<file path="src/common/ecc_cmd_params.svh">
`ifndef ECC_CMD_PARAMS_SVH
`define ECC_CMD_PARAMS_SVH

// register byte addresses
`define ECC_CMD_ADDR_COMMAND    32'h5000_6004
`define ECC_CMD_ADDR_CONTROL    32'h5000_6008
`define ECC_CMD_ADDR_STATUS     32'h5000_600C
`define ECC_CMD_ADDR_LAUNCH     32'h5000_6018

// command register fields
`define ECC_CMD_RECOMPUTE_BIT   31
`define ECC_CMD_SIGN_B_BIT      30
`define ECC_CMD_SIGN_A_BIT      29
`define ECC_CMD_RSVD_MSB        28
`define ECC_CMD_RSVD_LSB        16
`define ECC_CMD_DWORDS_MSB      15
`define ECC_CMD_DWORDS_LSB      8
`define ECC_CMD_FIELD_BIT       7
`define ECC_CMD_OPGROUP_MSB     6
`define ECC_CMD_OPGROUP_LSB     4
`define ECC_CMD_OPLOW_MSB       3
`define ECC_CMD_OPLOW_LSB       0
`define ECC_CMD_RESET           32'h0000_0000

// control, status and launch fields
`define ECC_CTL_START_BIT       0
`define ECC_STS_BUSY_BIT        16
`define ECC_LCH_REFUSED_BIT     0
`define ECC_LCH_PENDING_BIT     1

// primitive group and low codes
`define ECC_GROUP_PRIMITIVE     3'h0
`define ECC_OP_RSVD0            4'h0
`define ECC_OP_MOD_ADD          4'h1
`define ECC_OP_MOD_SUB          4'h2
`define ECC_OP_MOD_MUL          4'h3
`define ECC_OP_MOD_RED          4'h4
`define ECC_OP_MOD_DIV          4'h5
`define ECC_OP_MOD_INV_ODD      4'h6
`define ECC_OP_RSVD7            4'h7
`define ECC_OP_MUL              4'h8
`define ECC_OP_MOD_INV_EVEN     4'h9

// operand size codes
`define ECC_SIZE_KEY_128        8'h02
`define ECC_SIZE_KEY_256        8'h03
`define ECC_SIZE_CURVE_192      8'h03
`define ECC_SIZE_CURVE_256      8'h04
`define ECC_BITS_128            16'h0080
`define ECC_BITS_192            16'h00C0
`define ECC_BITS_256            16'h0100
`define ECC_DWORD_BITS          6

// timing counts of the arithmetic sequencer, in clock cycles
`define ECC_RMODN_CYCLES        16'h0040
`define ECC_CYCLES_PER_DWORD    16'h0008
`define ECC_OP_BASE_CYCLES      16'h0004

`endif

</file>
<file path="src/common/ecc_cmd_pkg.sv">
`default_nettype none
package ecc_cmd_pkg;

  typedef enum logic [3:0] {
    prim_none,
    prim_mod_add,
    prim_mod_sub,
    prim_mod_mul,
    prim_mod_red,
    prim_mod_div,
    prim_mod_inv_odd,
    prim_mul,
    prim_mod_inv_even
  } prim_op_e;

  typedef struct packed {
    logic       recompute_r_mod_n;
    logic       param_b_negative;
    logic       param_a_negative;
    logic [7:0] operand_dword_count;
    logic       field_binary;
    logic [6:0] operation_code;
  } command_s;

  typedef struct packed {
    prim_op_e   op;
    logic       field_binary;
    logic       param_a_negative;
    logic       param_b_negative;
    logic [7:0] operand_dword_count;
    logic [15:0] key_width_bits;
    logic [15:0] curve_width_bits;
  } exec_s;

  typedef enum logic [1:0] {
    phase_idle,
    phase_rmodn,
    phase_oper
  } seq_phase_e;

endpackage : ecc_cmd_pkg
`default_nettype wire

</file>
<file path="src/logic/ecc_op_seq.sv">
`timescale 1ns/1ps
`default_nettype none
`include "ecc_cmd_params.svh"

module ecc_op_seq #(
  parameter int unsigned DWORD_W = 8
) (
  input  wire logic                 clk,
  input  wire logic                 rst_n,
  input  wire logic                 launch,
  input  wire logic                 with_rmodn,
  input  wire logic [DWORD_W-1:0]   dwords,
  output logic                      busy,
  output logic                      rmodn_done,
  output logic                      op_done,
  output ecc_cmd_pkg::seq_phase_e   phase
);

  typedef enum {
    st_idle,
    st_rmodn,
    st_oper
  } seq_st_e;

  seq_st_e     st_ff;
  logic [15:0] cnt_ff;
  logic [15:0] op_len_ff;
  logic        rmodn_done_ff;
  logic        op_done_ff;

  if (DWORD_W < 1 || DWORD_W > 8) begin : g_bad_width
    $error("ecc_op_seq: DWORD_W must be 1..8");
  end

  // latency grows with operand length so a longer operand keeps busy longer
  always_ff @(posedge clk or negedge rst_n) begin
    if (!rst_n) begin
      st_ff         <= st_idle;
      cnt_ff        <= 16'h0000;
      op_len_ff     <= 16'h0000;
      rmodn_done_ff <= 1'b0;
      op_done_ff    <= 1'b0;
    end else begin
      rmodn_done_ff <= 1'b0;
      op_done_ff    <= 1'b0;
      case (st_ff)
        st_idle: begin
          if (launch) begin
            op_len_ff <= 16'(`ECC_OP_BASE_CYCLES + 16'(dwords) * `ECC_CYCLES_PER_DWORD);
            if (with_rmodn) begin
              st_ff  <= st_rmodn;
              cnt_ff <= `ECC_RMODN_CYCLES - 16'h0001;
            end else begin
              st_ff  <= st_oper;
              cnt_ff <= 16'(`ECC_OP_BASE_CYCLES + 16'(dwords) * `ECC_CYCLES_PER_DWORD
                            - 16'h0001);
            end
          end
        end
        st_rmodn: begin
          if (cnt_ff == 16'h0000) begin
            rmodn_done_ff <= 1'b1;
            st_ff         <= st_oper;
            cnt_ff        <= op_len_ff - 16'h0001;
          end else begin
            cnt_ff <= cnt_ff - 16'h0001;
          end
        end
        st_oper: begin
          if (cnt_ff == 16'h0000) begin
            op_done_ff <= 1'b1;
            st_ff      <= st_idle;
          end else begin
            cnt_ff <= cnt_ff - 16'h0001;
          end
        end
        default: begin
          st_ff <= st_idle;
        end
      endcase
    end
  end

  assign busy       = (st_ff != st_idle);
  assign rmodn_done = rmodn_done_ff;
  assign op_done    = op_done_ff;

  always_comb begin
    case (st_ff)
      st_rmodn: phase = ecc_cmd_pkg::phase_rmodn;
      st_oper:  phase = ecc_cmd_pkg::phase_oper;
      default:  phase = ecc_cmd_pkg::phase_idle;
    endcase
  end

endmodule : ecc_op_seq
`default_nettype wire

</file>
<file path="src/logic/ecc_cmd_regs.sv">
`timescale 1ns/1ps
`default_nettype none
`include "ecc_cmd_params.svh"

module ecc_cmd_regs #(
  parameter int unsigned max_operand_size_param = 3
) (
  input  wire logic               clk,
  input  wire logic               rst_n,
  input  wire logic               psel,
  input  wire logic               penable,
  input  wire logic               pwrite,
  input  wire logic [31:0]        paddr,
  input  wire logic [31:0]        pwdata,
  output logic [31:0]             prdata,
  output logic                    pready,
  output logic                    pslverr,
  output ecc_cmd_pkg::exec_s      exec,
  output ecc_cmd_pkg::seq_phase_e phase,
  output logic                    engine_busy,
  output logic                    op_done
);

  localparam logic [7:0] max_dwords = 8'(1 << max_operand_size_param);

  if (max_operand_size_param > 7) begin : g_bad_size
    $error("ecc_cmd_regs: max_operand_size_param must be 0..7");
  end

  ecc_cmd_pkg::command_s cmd_ff;
  ecc_cmd_pkg::exec_s    exec_ff;
  logic                  start_ff;
  logic                  refused_ff;
  logic                  rmodn_latched_ff;
  logic [31:0]           prdata_ff;

  logic                  acc;
  logic                  wr;
  logic                  rd;
  logic                  hit_cmd;
  logic                  hit_ctl;
  logic                  hit_sts;
  logic                  hit_lch;
  logic                  mapped;
  logic                  start_req;
  logic                  start_live;
  logic                  cmd_valid;
  logic                  launch;
  logic                  seq_busy;
  logic                  seq_rmodn_done;
  logic                  seq_op_done;
  ecc_cmd_pkg::prim_op_e dec_op;
  logic [15:0]           dec_key_bits;
  logic [15:0]           dec_curve_bits;

  // apb decode, zero wait states
  assign acc     = psel && penable;
  assign wr      = acc && pwrite;
  assign rd      = acc && !pwrite;
  assign hit_cmd = (paddr == `ECC_CMD_ADDR_COMMAND);
  assign hit_ctl = (paddr == `ECC_CMD_ADDR_CONTROL);
  assign hit_sts = (paddr == `ECC_CMD_ADDR_STATUS);
  assign hit_lch = (paddr == `ECC_CMD_ADDR_LAUNCH);
  assign mapped  = hit_cmd || hit_ctl || hit_sts || hit_lch;
  assign pready  = 1'b1;
  assign pslverr = acc && !mapped;
  assign prdata  = prdata_ff;

  // primitive op decode; anything outside group 0 decodes to prim_none and its start is refused
  always_comb begin
    dec_op = ecc_cmd_pkg::prim_none;
    if (cmd_ff.operation_code[`ECC_CMD_OPGROUP_MSB:`ECC_CMD_OPGROUP_LSB]
        == `ECC_GROUP_PRIMITIVE) begin
      case (cmd_ff.operation_code[`ECC_CMD_OPLOW_MSB:`ECC_CMD_OPLOW_LSB])
        `ECC_OP_MOD_ADD:      dec_op = ecc_cmd_pkg::prim_mod_add;
        `ECC_OP_MOD_SUB:      dec_op = ecc_cmd_pkg::prim_mod_sub;
        `ECC_OP_MOD_MUL:      dec_op = ecc_cmd_pkg::prim_mod_mul;
        `ECC_OP_MOD_RED:      dec_op = ecc_cmd_pkg::prim_mod_red;
        `ECC_OP_MOD_DIV:      dec_op = ecc_cmd_pkg::prim_mod_div;
        `ECC_OP_MOD_INV_ODD:  dec_op = ecc_cmd_pkg::prim_mod_inv_odd;
        `ECC_OP_MUL:          dec_op = ecc_cmd_pkg::prim_mul;
        `ECC_OP_MOD_INV_EVEN: dec_op = ecc_cmd_pkg::prim_mod_inv_even;
        default:              dec_op = ecc_cmd_pkg::prim_none;
      endcase
    end
  end

  // width of the operand as data or key
  always_comb begin
    case (cmd_ff.operand_dword_count)
      `ECC_SIZE_KEY_128: dec_key_bits = `ECC_BITS_128;
      `ECC_SIZE_KEY_256: dec_key_bits = `ECC_BITS_256;
      default:           dec_key_bits = 16'(cmd_ff.operand_dword_count) << `ECC_DWORD_BITS;
    endcase
  end

  // width of the operand as a curve, same table for either field
  always_comb begin
    case (cmd_ff.operand_dword_count)
      `ECC_SIZE_CURVE_192: dec_curve_bits = `ECC_BITS_192;
      `ECC_SIZE_CURVE_256: dec_curve_bits = `ECC_BITS_256;
      default:             dec_curve_bits = 16'(cmd_ff.operand_dword_count) << `ECC_DWORD_BITS;
    endcase
  end

  // size of zero or above the operand space cannot be served
  assign cmd_valid = (dec_op != ecc_cmd_pkg::prim_none)
                     && (cmd_ff.operand_dword_count != 8'h00)
                     && (cmd_ff.operand_dword_count <= max_dwords);
  assign start_req = wr && hit_ctl && pwdata[`ECC_CTL_START_BIT];
  assign start_live = start_ff && seq_busy; // flop lags busy by one cycle at the end
  assign launch    = start_req && !start_live && cmd_valid;

  // command register
  always_ff @(posedge clk or negedge rst_n) begin
    if (!rst_n) begin
      cmd_ff <= ecc_cmd_pkg::command_s'(`ECC_CMD_RESET);
    end else begin
      if (wr && hit_cmd) begin
        cmd_ff.param_b_negative    <= pwdata[`ECC_CMD_SIGN_B_BIT];
        cmd_ff.param_a_negative    <= pwdata[`ECC_CMD_SIGN_A_BIT];
        cmd_ff.operand_dword_count <= pwdata[`ECC_CMD_DWORDS_MSB:`ECC_CMD_DWORDS_LSB];
        cmd_ff.field_binary        <= pwdata[`ECC_CMD_FIELD_BIT];
        cmd_ff.operation_code      <= pwdata[`ECC_CMD_OPGROUP_MSB:`ECC_CMD_OPLOW_LSB];
      end
      // a fresh write of 1 wins over the self clear
      if (wr && hit_cmd && pwdata[`ECC_CMD_RECOMPUTE_BIT]) begin
        cmd_ff.recompute_r_mod_n <= 1'b1;
      end else if (seq_rmodn_done && rmodn_latched_ff) begin
        cmd_ff.recompute_r_mod_n <= 1'b0;
      end
    end
  end

  // recompute request as captured at launch
  always_ff @(posedge clk or negedge rst_n) begin
    if (!rst_n) begin
      rmodn_latched_ff <= 1'b0;
    end else if (launch) begin
      rmodn_latched_ff <= cmd_ff.recompute_r_mod_n;
    end else if (seq_rmodn_done) begin
      rmodn_latched_ff <= 1'b0;
    end
  end

  // start bit: high for the whole operation
  always_ff @(posedge clk or negedge rst_n) begin
    if (!rst_n) begin
      start_ff <= 1'b0;
    end else if (launch) begin
      start_ff <= 1'b1;
    end else if (seq_op_done) begin
      start_ff <= 1'b0;
    end
  end

  // refused start: sticky, cleared by writing 1, set wins
  always_ff @(posedge clk or negedge rst_n) begin
    if (!rst_n) begin
      refused_ff <= 1'b0;
    end else if (start_req && !start_live && !cmd_valid) begin
      refused_ff <= 1'b1;
    end else if (wr && hit_lch && pwdata[`ECC_LCH_REFUSED_BIT]) begin
      refused_ff <= 1'b0;
    end
  end

  // snapshot so later command writes do not disturb a running op
  always_ff @(posedge clk or negedge rst_n) begin
    if (!rst_n) begin
      exec_ff <= '0;
    end else if (launch) begin
      exec_ff.op                  <= dec_op;
      exec_ff.field_binary        <= cmd_ff.field_binary;
      exec_ff.param_a_negative    <= cmd_ff.param_a_negative;
      exec_ff.param_b_negative    <= cmd_ff.param_b_negative;
      exec_ff.operand_dword_count <= cmd_ff.operand_dword_count;
      exec_ff.key_width_bits      <= dec_key_bits;
      exec_ff.curve_width_bits    <= dec_curve_bits;
    end
  end

  // read data registered when the setup phase is sampled
  always_ff @(posedge clk or negedge rst_n) begin
    if (!rst_n) begin
      prdata_ff <= 32'h0000_0000;
    end else if (psel && !penable && !pwrite) begin
      prdata_ff <= 32'h0000_0000;
      case (1'b1)
        (paddr == `ECC_CMD_ADDR_COMMAND): begin
          prdata_ff[`ECC_CMD_RECOMPUTE_BIT]                   <= cmd_ff.recompute_r_mod_n;
          prdata_ff[`ECC_CMD_SIGN_B_BIT]                      <= cmd_ff.param_b_negative;
          prdata_ff[`ECC_CMD_SIGN_A_BIT]                      <= cmd_ff.param_a_negative;
          prdata_ff[`ECC_CMD_DWORDS_MSB:`ECC_CMD_DWORDS_LSB]  <= cmd_ff.operand_dword_count;
          prdata_ff[`ECC_CMD_FIELD_BIT]                       <= cmd_ff.field_binary;
          prdata_ff[`ECC_CMD_OPGROUP_MSB:`ECC_CMD_OPLOW_LSB]  <= cmd_ff.operation_code;
          prdata_ff[`ECC_CMD_RSVD_MSB:`ECC_CMD_RSVD_LSB]      <= 13'h0000;
        end
        (paddr == `ECC_CMD_ADDR_CONTROL): begin
          prdata_ff[`ECC_CTL_START_BIT] <= start_live;
        end
        (paddr == `ECC_CMD_ADDR_STATUS): begin
          prdata_ff[`ECC_STS_BUSY_BIT] <= seq_busy;
        end
        (paddr == `ECC_CMD_ADDR_LAUNCH): begin
          prdata_ff[`ECC_LCH_REFUSED_BIT] <= refused_ff;
          prdata_ff[`ECC_LCH_PENDING_BIT] <= cmd_ff.recompute_r_mod_n;
        end
        default: begin
          prdata_ff <= 32'h0000_0000;
        end
      endcase
    end
  end

  ecc_op_seq #(
    .DWORD_W (8)
  ) u_seq (
    .clk        (clk),
    .rst_n      (rst_n),
    .launch     (launch),
    .with_rmodn (cmd_ff.recompute_r_mod_n),
    .dwords     (cmd_ff.operand_dword_count),
    .busy       (seq_busy),
    .rmodn_done (seq_rmodn_done),
    .op_done    (seq_op_done),
    .phase      (phase)
  );

  assign exec        = exec_ff;
  assign engine_busy = seq_busy;
  assign op_done     = seq_op_done;

endmodule : ecc_cmd_regs
`default_nettype wire

</file>
<file path="config.mk">
export PLATFORM = sky130hd
export DESIGN_NAME = ecc_cmd_regs
export DESIGN_NICKNAME = d
export VERILOG_FILES = /design/src/common/ecc_cmd_pkg.sv /design/src/logic/ecc_op_seq.sv /design/src/logic/ecc_cmd_regs.sv
export VERILOG_INCLUDE_DIRS = /design/src /design/src/common
export SDC_FILE = /design/constraint.sdc
export NUM_CORES = 1
export LEC_CHECK = 0
export ABC_AREA = 0
export BUFFER_PORTS_ARGS = -buffer_cell sky130_fd_sc_hd__clkbuf_2
export CORE_ASPECT_RATIO = 1.1
export CORE_MARGIN = 2
export CORE_UTILIZATION = 37
export CTS_BUF_LIST = sky130_fd_sc_hd__clkbuf_4 sky130_fd_sc_hd__clkbuf_8 sky130_fd_sc_hd__clkbuf_16
export DETAILED_ROUTE_END_ITERATION = 7
export MAX_ROUTING_LAYER = met4
export SLEW_MARGIN = 20
export SYNTH_ARGS = -nofsm -noshare
export SYNTH_HDL_FRONTEND = slang
export SYNTH_SLANG_ARGS = --single-unit
</file>
<file path="constraint.sdc">
create_clock -name clk -period 2.65 [get_ports clk]
set_clock_uncertainty 0.05 [all_clocks]
set_input_delay 0 -clock clk [delete_from_list [all_inputs] [get_ports clk]]
set_output_delay 0 -clock clk [all_outputs]
set_load 0.01 [all_outputs]
</file>
==> results.md <==
- Final min period: 2.390 ns
- Worst hold slack: 0.03592 ns
- Final Power: 3021 uW
- IO buf count: 111
- Drt via density: about 5.1
- Syn-to-layout area delta: 23.64%
- Peak VDD IR: 0.2822 mV
- EDFF count, synth: 0
- Number of core rows: 45
- Avg WL per Cell: 15.27 um
- Initial DRC count: 171
- Ys async rst share: 1.000
- Vias in the first global route: 4268
- Final Setup Violations: 0
- Top-area cell type share of the netlist area: 0.4885
- ANT nets after route: 0
- Congestion Overflow GR: 0
- Routability cong.: 0.8891
- Worst Hold Depth: 5
- Die Y: around 130 um
- Global Route Usage Sum: 0.1782
- Residual DRC: 0
- Synth Instances: 504
- Hpwl dp: 9.324 mm
- P_leak: between 0.003 and 0.004 uW
- Worst-path fanout max: 7
- Worst Tran Pin Value: 0.7374 ns
- Initial core utilization: 0.3788
- CTS tree: built
- Final Cycle Share: 0.9017
- PwrDens: 467.6 nW/um^2
- Reg2reg path depth: 9
- Cell Count, Final, Fillers Out: 834
- Hold Crit Class: input pin to flop
- Yosys warnings: 0
- Placed cell count: 796
- Status: finished, final reports clean
- # IOs: between 150 and 200
- Initial antenna violation count: 0
- WS Path Type: flop to flop
- Post-synthesis cell type with the largest combined area: dfrtp_1
- Seq cells post-synth: 102
- Critical path startpoint category: flop
- CP Capture Type: flop
- Mapped cell area: 5225 um^2
- Final WL: 12.74 mm
- Area of the core: ~14000 um^2
- Synth unique cells: 70
- RSZ-0062 raised after global routing: false
- Final hold vios: 0
- Fin nets: 717
- Post-DP Area: 5931 um^2
- Max_cap viols: 0
- Inserted Diodes: 0
- DIE AREA: 15090 um^2
- Slew Viols, Final: 0
- First-pass GRT wire length: between 20 and 25 mm
- DR vias: 4267
- Largest net degree at the start of global routing: 81
- Share of layout cells above drive strength 1: 0.2864
- Clk Tree Root Cell: clkbuf_16
- Fmax: around 420 MHz
- CTS H-Tree Depth: 3
- Clk buf depth: 2
- Synth top area cells: dfrtp_1 49%, buf_4 4.9%, nand2_1 4.0%, a22o_1 3.5%, o21ai_0 3.3%
- Reg clk slew, reported paths: about 0.080 ns
- Design area: 6460 um^2
- # fillers: 1307
- Sink Count: 102
- Worst Path Arrival: 2.57 ns
- Drt first pass iters: 4
- Setup_tns: 0 ns
- Avg Inst Size Synth: 10.37 um^2
- Seq/Total Area, Yosys: 0.4885
- Slew headroom: 0.5084
- Die Wd: approximately 120 um
- Post-CTS Resized: 0
- Clock buffer count from CTS: 9
- Most used DFF post-synth: dfrtp_1
- Critical path required time: 2.84 ns
- Worst skew pair latency: 0.35 ns
[worst paths after layout]
kind / startpoint / slack [ns] / end
worst max-delay path: u_seq.cnt_ff[0]$_DFFE_PN0P_ / 0.26 / u_seq.cnt_ff[8]$_DFFE_PN0P_
worst min-delay path: paddr[2] / 0.04 / prdata[16]$_DFFE_PN0P_
worst max register to register: u_seq.cnt_ff[0]$_DFFE_PN0P_ / 0.26 / u_seq.cnt_ff[8]$_DFFE_PN0P_
worst min register to register: u_seq.op_done$_DFF_PN0_ / 0.42 / start_ff$_DFFE_PN0P_
max in group asynchronous: rst_n / 1.64 / prdata[6]$_DFFE_PN0P_
min in group asynchronous: rst_n / 0.22 / u_seq.cnt_ff[11]$_DFFE_PN0P_
[cells in the mapped netlist, drive strengths merged, types with 3 or more instances]
cell type  number
and3            5
a21oi           7
nor3           12
nand2          57
nor3b           3
buf            40
a22o           21
nand3           8
nor4           13
nand2b          4
nand4           4
o211ai          4
o221ai          7
a32oi           4
o2bb2ai         3
o21ai          37
xor2            4
nor2           28
a211oi          3
a32o            4
ha              7
xnor2           9
a31oi           3
o22ai           5
or4             4
o41ai           4
mux2           20
clkbuf         14
nor4bb          3
dfrtp         102
inv            21
and2           16
[registers in the layout, summed over array words and instances, names as in the netlist]
signal / cells
rmodn_latched_ff: 1
u_seq.op_len_ff: 9
u_seq.st_ff: 2
u_seq.rmodn_done: 1
start_ff: 1
cmd_ff: 19
prdata: 20
refused_ff: 1
u_seq.op_done: 1
exec: 31
u_seq.cnt_ff: 16
[cell usage in the layout, fill, tap and decap left out, types with 3 or more instances in the layout]
cell | Yosys | routed
a211oi_1 | 3 | 3
a21oi_1 | 6 | 6
a22o_1 | 21 | 21
a31oi_1 | 3 | 3
a32o_1 | 4 | 4
a32oi_1 | 4 | 4
and2_1 | 16 | 16
and3_1 | 5 | 5
buf_4 | 34 | 19
clkbuf_16 | 0 | 9
clkbuf_2 | 1 | 110
conb_1 | 2 | 29
dfrtp_1 | 102 | 102
dlygate4sd3_1 | 0 | 22
ha_1 | 7 | 7
inv_1 | 21 | 21
mux2_2 | 15 | 15
mux2_4 | 4 | 4
nand2_1 | 55 | 55
nand2b_1 | 4 | 4
nand3_1 | 7 | 7
nand4_1 | 4 | 4
nor2_1 | 26 | 26
nor3_1 | 8 | 8
nor3_2 | 3 | 3
nor3b_1 | 3 | 3
nor4_1 | 10 | 10
nor4bb_1 | 3 | 3
o211ai_1 | 4 | 4
o21ai_0 | 34 | 34
o21ai_1 | 3 | 3
o221ai_1 | 7 | 7
o22ai_1 | 5 | 5
o2bb2ai_1 | 3 | 3
o41ai_1 | 4 | 4
or4_1 | 3 | 3
xnor2_1 | 9 | 9
xor2_1 | 4 | 4
[where the power goes]
group	switching [uW]	leakage [uW]	internal [uW]	total, uW
registers	0.00000138	0.00136	1550	1550
logic	80.3	0.00175	59.4	140
clock network	656	0.000145	670	1330
[what timing repair did]
item,in CTS,in global routing
setup buffers,0,0
hold endpoints to repair,99,0
hold buffers,22,0
endpoints found under the setup margin,0,0
[metrics by stage]
step | util | setup slack (ns)
3_5_place_dp | 0.4299 | 0.2638
6_report | 0.4683 | 0.2604
5_1_grt | 0.4683 | 0.08648
3_3_place_gp | 0.4299 | 0.2627
4_1_cts | 0.4680 | 0.2394
2_1_floorplan | - | 0.4937
[layer usage]
layer,GRT usage,part of all wire
met1,0.2210,0.44
met2,0.2958,0.50
met3,0.03280,0.049
met4,0.06166,0.017
met5,-,0
[cells by family (layout without fill, tap and decap cells)]
group | count (synthesis) | after routing | share of synthesized area
simple gates | 169 | 169 | 0.1844
compound gates | 114 | 114 | 0.1549
flops | 102 | 102 | 0.4885
buf+inv | 75 | 190 | 0.08237
mux | 22 | 22 | 0.04981
xor+xnor | 13 | 13 | 0.02179
fa+ha+maj | 7 | 7 | 0.01676
other cells | 2 | 29 | 0.001437
[layout make-up]
cell class                 count  area [um^2]  area share
multi-input combinational    354         2344      0.3628
sequential                   102         2552      0.3951
clock buffer                   9        225.2     0.03486
tap                          188        235.2     0.03641
inverter                      21        78.83     0.01220
timing repair buffer         153        944.7      0.1462
clock inverter                 7        80.08     0.01240
[critical path: stages, from the launching register on]
cell and delay (ns):
dfrtp_1 0.39, inv_1 0.09, ha_1 0.22, nor3b_1 0.16
and4_1 0.29, nand2_1 0.25, inv_1 0.16, a32oi_1 0.28
o21ai_0 0.12, mux2_2 0.27
No activity file was read; power rests on OpenSTA's default activity.
